--- src/sstx_defines.svh ---
// Purpose: constants for the secondary serial port transmit slot map
// Assumes: 8-bit register port, 32-bit frame words
// Notes: offsets are the register addresses of the control port
`ifndef SSTX_DEFINES_SVH
`define SSTX_DEFINES_SVH

`define SSTX_OFF_CH6 8'h23
`define SSTX_OFF_CH7 8'h24
`define SSTX_OFF_CH8 8'h25

`define SSTX_RST_CH6 8'h05
`define SSTX_RST_CH7 8'h06
`define SSTX_RST_CH8 8'h07

`define SSTX_RSVD_BIT 7
`define SSTX_SRC_MSB 6
`define SSTX_SRC_LSB 5
`define SSTX_SLOT_MSB 4
`define SSTX_SLOT_LSB 0
`define SSTX_HALF_BIT 4

// writable bits: ch6/ch7 keep 6:0, ch8 keeps 5:0
`define SSTX_MASK_CH67 8'h7F
`define SSTX_MASK_CH8 8'h3F

`endif

--- src/sstx_pkg.sv ---
// Purpose: types for the secondary serial port transmit slot map
// Assumes: nothing beyond the defines header
// Notes: source codes are per channel; reserved codes are treated as off
package sstx_pkg;

  typedef enum logic [1:0]
  {
    SSTX_SRC_OFF = 2'h0,
    SSTX_SRC_LOOP = 2'h1,
    SSTX_SRC_ECHO = 2'h2,
    SSTX_SRC_RSVD = 2'h3
  } sstx_src_e;

  typedef logic [4:0] sstx_slot_t;

endpackage

--- src/sstx_slot_map.sv ---
// Purpose: channel 6/7 source select and slot placement for the secondary serial port
// Assumes: slot strobes and sample inputs are synchronous to mclk_i
// Notes: channel 8 register is storage only; its source is handled elsewhere
`timescale 1ns/1ps
`default_nettype none
`include "sstx_defines.svh"

module sstx_slot_map
(
  // clock and reset
  input wire logic mclk_i,
  input wire logic rst_i,
  // register port
  input wire logic [7:0] reg_addr_i,
  input wire logic reg_wr_i,
  input wire logic [7:0] reg_wdata_i,
  input wire logic reg_rd_i,
  output logic [7:0] reg_rdata_o,
  // frame position
  input wire logic slot_strobe_i,
  input wire logic frame_tdm_i,
  input wire logic [4:0] slot_index_i,
  input wire logic right_half_i,
  // sample sources
  input wire logic [31:0] loopback_two_i,
  input wire logic [31:0] echo_ref_two_i,
  input wire logic [15:0] echo_reference_one_half_word_i,
  input wire logic [15:0] echo_reference_two_half_word_i,
  // transmit word
  output logic [31:0] tx_word_o,
  output logic tx_drive_o,
  output logic tx_valid_o
);

  logic [7:0] ch6_r, ch6_nxt;
  logic [7:0] ch7_r, ch7_nxt;
  logic [7:0] ch8_r, ch8_nxt;
  logic [7:0] rdata_r, rdata_nxt;
  logic [31:0] word_r, word_nxt;
  logic drive_r, drive_nxt;
  logic valid_r, valid_nxt;
  sstx_pkg::sstx_slot_t eff_slot;
  sstx_pkg::sstx_src_e src6, src7;
  logic hit6, hit7;

  assign src6 = sstx_pkg::sstx_src_e'(ch6_r[`SSTX_SRC_MSB:`SSTX_SRC_LSB]);
  assign src7 = sstx_pkg::sstx_src_e'(ch7_r[`SSTX_SRC_MSB:`SSTX_SRC_LSB]);

  // in I2S/left-justified the half flag is the slot's top bit, so one compare serves both framings
  assign eff_slot = frame_tdm_i ? slot_index_i
                                : {right_half_i, slot_index_i[3:0]};
  assign hit6 = (eff_slot == ch6_r[`SSTX_SLOT_MSB:`SSTX_SLOT_LSB]);
  assign hit7 = (eff_slot == ch7_r[`SSTX_SLOT_MSB:`SSTX_SLOT_LSB]);

  // register state
  always_comb
  begin
    ch6_nxt = ch6_r;
    ch7_nxt = ch7_r;
    ch8_nxt = ch8_r;
    rdata_nxt = rdata_r;
    // reserved bits are masked off so a stray write cannot make them read back one
    if (reg_wr_i)
    begin
      if (reg_addr_i == `SSTX_OFF_CH6)
      begin
        ch6_nxt = reg_wdata_i & `SSTX_MASK_CH67;
      end
      else if (reg_addr_i == `SSTX_OFF_CH7)
      begin
        ch7_nxt = reg_wdata_i & `SSTX_MASK_CH67;
      end
      else if (reg_addr_i == `SSTX_OFF_CH8)
      begin
        ch8_nxt = reg_wdata_i & `SSTX_MASK_CH8;
      end
    end
    if (reg_rd_i)
    begin
      if (reg_addr_i == `SSTX_OFF_CH6)
      begin
        rdata_nxt = ch6_r;
      end
      else if (reg_addr_i == `SSTX_OFF_CH7)
      begin
        rdata_nxt = ch7_r;
      end
      else if (reg_addr_i == `SSTX_OFF_CH8)
      begin
        rdata_nxt = ch8_r;
      end
      else
      begin
        rdata_nxt = 8'h00;
      end
    end
  end

  always_ff @(posedge mclk_i or posedge rst_i)
  begin
    if (rst_i)
    begin
      ch6_r <= `SSTX_RST_CH6;
      ch7_r <= `SSTX_RST_CH7;
      ch8_r <= `SSTX_RST_CH8;
      rdata_r <= 8'h00;
    end
    else
    begin
      ch6_r <= ch6_nxt;
      ch7_r <= ch7_nxt;
      ch8_r <= ch8_nxt;
      rdata_r <= rdata_nxt;
    end
  end

  assign reg_rdata_o = rdata_r;

  // transmit word state
  always_comb
  begin
    word_nxt = word_r;
    drive_nxt = drive_r;
    valid_nxt = 1'b0;
    if (slot_strobe_i)
    begin
      valid_nxt = 1'b1;
      drive_nxt = 1'b0;
      word_nxt = 32'h0000_0000;
      // channel 6 wins a shared slot only with a loopback or echo code; reserved codes leave their channel undriven
      if (hit6 && (src6 == sstx_pkg::SSTX_SRC_LOOP || src6 == sstx_pkg::SSTX_SRC_ECHO))
      begin
        drive_nxt = 1'b1;
        word_nxt = (src6 == sstx_pkg::SSTX_SRC_LOOP) ? loopback_two_i : echo_ref_two_i;
      end
      else if (hit7 && src7 == sstx_pkg::SSTX_SRC_ECHO)
      begin
        drive_nxt = 1'b1;
        word_nxt = {echo_reference_one_half_word_i, echo_reference_two_half_word_i};
      end
    end
  end

  always_ff @(posedge mclk_i or posedge rst_i)
  begin
    if (rst_i)
    begin
      word_r <= 32'h0000_0000;
      drive_r <= 1'b0;
      valid_r <= 1'b0;
    end
    else
    begin
      word_r <= word_nxt;
      drive_r <= drive_nxt;
      valid_r <= valid_nxt;
    end
  end

  assign tx_word_o = word_r;
  assign tx_drive_o = drive_r;
  assign tx_valid_o = valid_r;

  // checks
  ch6_loop_a: assert property (@(posedge mclk_i) disable iff (rst_i)
    slot_strobe_i && hit6 && src6 == sstx_pkg::SSTX_SRC_LOOP
    |=> tx_drive_o && tx_valid_o && tx_word_o == $past(loopback_two_i))
    else $error("channel 6 loopback word not sent");

  ch6_off_a: assert property (@(posedge mclk_i) disable iff (rst_i)
    slot_strobe_i && hit6 && (src6 == sstx_pkg::SSTX_SRC_OFF || src6 == sstx_pkg::SSTX_SRC_RSVD) && !hit7
    |=> !tx_drive_o)
    else $error("channel 6 drove while off or reserved");

  right_half_a: assert property (@(posedge mclk_i) disable iff (rst_i)
    slot_strobe_i && !frame_tdm_i && right_half_i && ch6_r[4] && slot_index_i[3:0] == ch6_r[3:0]
    && src6 == sstx_pkg::SSTX_SRC_ECHO
    |=> tx_drive_o && tx_word_o == $past(echo_ref_two_i))
    else $error("right half slot not placed");

  ch6_write_a: assert property (@(posedge mclk_i) disable iff (rst_i)
    reg_wr_i && reg_addr_i == `SSTX_OFF_CH6
    |=> ch6_r[4:0] == $past(reg_wdata_i[4:0]) && !ch6_r[`SSTX_RSVD_BIT])
    else $error("channel 6 slot field not stored");

  ch6_hold_a: assert property (@(posedge mclk_i) disable iff (rst_i)
    !(reg_wr_i && reg_addr_i == `SSTX_OFF_CH6) |=> $stable(ch6_r))
    else $error("channel 6 register changed without a write");

  ch7_echo_a: assert property (@(posedge mclk_i) disable iff (rst_i)
    slot_strobe_i && hit7 && !hit6 && src7 == sstx_pkg::SSTX_SRC_ECHO
    |=> tx_drive_o && tx_word_o[31:16] == $past(echo_reference_one_half_word_i)
        && tx_word_o[15:0] == $past(echo_reference_two_half_word_i))
    else $error("channel 7 half-word pair wrong");

  ch7_reset_a: assert property (@(posedge mclk_i) disable iff (rst_i)
    $fell(rst_i) |-> ch7_r == `SSTX_RST_CH7 && ch6_r == `SSTX_RST_CH6)
    else $error("slot reset values wrong");

  rsvd_zero_a: assert property (@(posedge mclk_i) disable iff (rst_i)
    reg_rd_i ##1 1'b1 |-> reg_rdata_o[`SSTX_RSVD_BIT] == 1'b0)
    else $error("reserved bit read as one");

  tdm_mid_a: assert property (@(posedge mclk_i) disable iff (rst_i)
    slot_strobe_i && frame_tdm_i && slot_index_i != ch6_r[4:0] && slot_index_i != ch7_r[4:0]
    |=> !tx_drive_o)
    else $error("unassigned slot driven");

  ch6_loop_c: cover property (@(posedge mclk_i) disable iff (rst_i)
    slot_strobe_i && hit6 && src6 == sstx_pkg::SSTX_SRC_LOOP);
  ch7_echo_c: cover property (@(posedge mclk_i) disable iff (rst_i)
    slot_strobe_i && hit7 && src7 == sstx_pkg::SSTX_SRC_ECHO);
  i2s_right_c: cover property (@(posedge mclk_i) disable iff (rst_i)
    slot_strobe_i && !frame_tdm_i && right_half_i && drive_nxt);

endmodule

`default_nettype wire

--- config.mk ---
export PLATFORM = sky130hd
export DESIGN_NAME = sstx_slot_map
export DESIGN_NICKNAME = d
export VERILOG_FILES = /design/src/sstx_pkg.sv /design/src/sstx_slot_map.sv
export VERILOG_INCLUDE_DIRS = /design/src
export SDC_FILE = /design/constraint.sdc
export NUM_CORES = 1
export LEC_CHECK = 0
export BUFFER_PORTS_ARGS = -buffer_cell sky130_fd_sc_hd__buf_2
export CORE_MARGIN = 5
export CORE_UTILIZATION = 40
export DETAILED_ROUTE_END_ITERATION = 8
export PLACE_DENSITY = 0.71
export SLEW_MARGIN = 20
export SYNTH_ARGS = -nofsm -noshare
export SYNTH_HDL_FRONTEND = slang
export SYNTH_SLANG_ARGS = --single-unit
--- constraint.sdc ---
create_clock -name mclk_i -period 4.7 [get_ports mclk_i]
set_clock_uncertainty 0.2 [all_clocks]
set_input_delay 0.47 -clock mclk_i [delete_from_list [all_inputs] [get_ports mclk_i]]
set_output_delay 0.47 -clock mclk_i [all_outputs]
set_load 0.005 [all_outputs]
==> results.md <==
- Synth Area in Compound Gates: 16.1%
- Drt pass-1 iters: 4
- Initial Utilization: 41.0%
- Synth Warn #: 0
- Synth top area share: 40.1%
- Main synth FF type: dfrtp_1
- Max-slew violations: 0
- Crit path time final: 2.30 ns
- Dpl ws: 1.88 ns
- Final number of setup-violating endpoints: 0
- Status: finished clean
- Leakage Power: 2.06 nW
- Netlist cell types: 38
- Number of synthesized flops with an enable pin: 0
- CTS hold repair buffers: 0
- DP HPWL: 6.98 mm
- Final global-route overflow total: 0
- Hold Vio Cnt, Final: 0
- Via-per-instance ratio: 5.22
- Synth top cells by count: dfrtp_1 (54), mux2i_1 (32), mux2_2 (26), inv_1 (21)
- Initial antenna violation count: 0
- XOR/XNOR share of the synthesized area: 2.60%
- Worst r2r src: ch6_r[2]
- IR drop worst, VDD: 0.000128 V
- Share of cells above drive strength 1: 51.1%
- Final period utilization: 48.9%
- Cell with the most instances after synthesis: dfrtp_1
- Largest family of logic cells by synthesized area: multiplexers
- Hold Crit Class: primary input to async pin
- Final setup margin: 2.40 ns
- ANT nets after route: 0
- GPL Wtd Cong: 0.825
- Die area: 0.0104 mm²
- Post-route DRC: 0
- RSZ-0062 raised after global routing: false
- Max Fanout on Critical Path: 33
- Clock Pin Slew Worst Setup and Hold Paths: 0.07 ns
- Vias in the first global route: 2951
- Core area: 0.00822 mm²
- Avg Cell Area, Syn: 11.3 µm²
- TritonCTS Buffers: 9
- Sink Count: 61
- Vias: 2929
- CP Capture Type: flip-flop
- # IOs: 166
- First-pass GRT wire length: 14.6 mm
- WS Path Type: flip-flop to flip-flop
- Max-cap violations: 0
- Initial DRC Count: 99
- Fin nets: 576
- H-tree depth: 3
- Proportion of synthesized area in mux cells: 18.6%
- Power Density: 255 mW/mm²
- Synth area leader: dfrtp_1
- Crit path launch: ch6_r[2]
- Seq/Total Area, Yosys: 45.6%
- CTS tree: yes
- Chip Width: 102 µm
- Largest net degree at the start of global routing: 69
- Setup TNS: 0 ns
- Critical path startpoint category: flip-flop
- Relative slew slack: 31.7%
- Fill cell count: 731
- Synth top area cells: dfrtp_1 (40%), mux2i_1 (9.5%), mux2_2 (8.7%), a41oi_2 (5.8%), dfstp_2 (5.5%)
- Cell Area, Synth: 0.00337 mm²
- Clk Latency, worst-skew pair: 0.33 ns
- Root buffer cell: clkbuf_8
- Synth Instances: 299
- Die height: 102 µm
- Worst r2r path cells: 6
- GRT Total Usage: 18.2%
- Fmax: 0.435 GHz
- Row cnt: 33
- Drt wl/cell: 17.2 µm
- Worst-case clock buffer depth: 2
- Diodes inserted: 0
- PortBufs: 163
- Post_cts resized: 0
- Synth Area in Simple Gates: 10.2%
- Synth async-reset ratio: 100%
- CP arrival: 2.28 ns
- Postcts setup bufs: 0
- Area Growth Syn to Fin: 30.5%
- Routed wire length: 9.67 mm
- Post-synthesis adder-cell area fraction: 0.372%
- Syn Nets: 424
- Crit path required time: 4.68 ns
- Seq cells post-synth: 61
- Slew @ Worst Pin: 1.03 ns
==> through the flow <==
| stage | cells | instance area, µm² | hold WS [ns] | util (%) | power (mW) |
|---|---|---|---|---|---|
| global placement | 545 | 4210 | 0.282 | 51.3 | 0.704 |
| CTS | 561 | 4390 | 0.177 | 53.4 | 1.14 |
| floorplan | 299 | 3370 | 0.274 | - | 0.630 |
| detailed placement | 545 | 4210 | 0.293 | 51.3 | 0.709 |
| finish | 561 | 4390 | 0.164 | 53.5 | 1.12 |
| global route | 561 | 4390 | 0.178 | 53.5 | 1.18 |
==> report_power, final <==
part | internal [mW] | switching, mW
registers | 0.541 | 0.00913
clock network | 0.218 | 0.205
logic | 0.0744 | 0.0732
==> layout make-up <==
type | instances | area (µm²) | share of cell area [%]
Multi-Input combinational cell | 191 | 1630 | 37.0
Sequential cell | 61 | 1540 | 34.9
Clock buffer | 12 | 155 | 3.53
Timing Repair Buffer | 167 | 846 | 19.2
Clock inverter | 4 | 22.5 | 0.513
Tap cell | 105 | 131 | 2.99
Inverter | 21 | 78.8 | 1.79
==> flip-flops by register name, indices dropped and copies added (netlist names) <==
signal       count
ch6_r            7
ch8_r            6
tx_valid_o       1
reg_rdata_o      7
tx_drive_o       1
tx_word_o       32
ch7_r            7
==> layer usage <==
metal | GRT usage (%) | part of all wire (%)
met5 | 0 | 0
met4 | 5.21 | 0.79
met3 | 5.44 | 9.5
met2 | 31.6 | 50
met1 | 22.0 | 40
==> final timing paths <==
kind / endpoint / slack [ns]
setup / recovery: tx_word_o[25] / 2.40
hold / removal: tx_word_o[3] / 0.16
setup reg to reg: tx_word_o[25] / 2.40
hold reg to reg: ch8_r[3] / 0.31
max in group asynchronous: tx_word_o[19] / 3.61
min in group mclk_i: tx_word_o[17] / 0.19
==> layout by cell type, fill, tap and decap left out, types with 2 or more instances in the layout <==
cell / Yosys / routed
mux2_2: 26 / 26
nand3_1: 4 / 4
a22oi_1: 7 / 7
buf_4: 2 / 4
mux2i_1: 32 / 32
buf_2: 2 / 163
nor2_1: 8 / 8
dfstp_2: 7 / 7
a21oi_1: 6 / 6
a41oi_1: 3 / 3
o21ai_0: 3 / 3
inv_1: 21 / 20
o21ai_1: 12 / 12
a41oi_2: 12 / 12
clkinv_2: 0 / 3
nand2_1: 3 / 2
clkbuf_8: 0 / 11
xnor2_1: 9 / 9
dfrtp_1: 54 / 54
nor2b_1: 17 / 17
o221ai_1: 17 / 17
nand4_1: 18 / 18
==> critical path, cell delays in order, from the launching register on <==
cell     delay (ns)
dfstp_2        0.55
xnor2_1        0.12
nand3_1        0.13
or4_1          0.51
buf_4          0.28
a41oi_1        0.25
o21ai_0        0.11
==> kinds of logic (layout without fill, tap and decap cells) <==
| group | Yosys count | in the layout |
|---|---|---|
| other cells | 1 | 1 |
| flops | 61 | 61 |
| buf+inv | 47 | 204 |
| simple gates | 58 | 58 |
| mux | 59 | 59 |
| xor+xnor | 10 | 10 |
| fa+ha+maj | 1 | 1 |
| compound gates | 62 | 62 |
(Power assumes the default switching activity.)
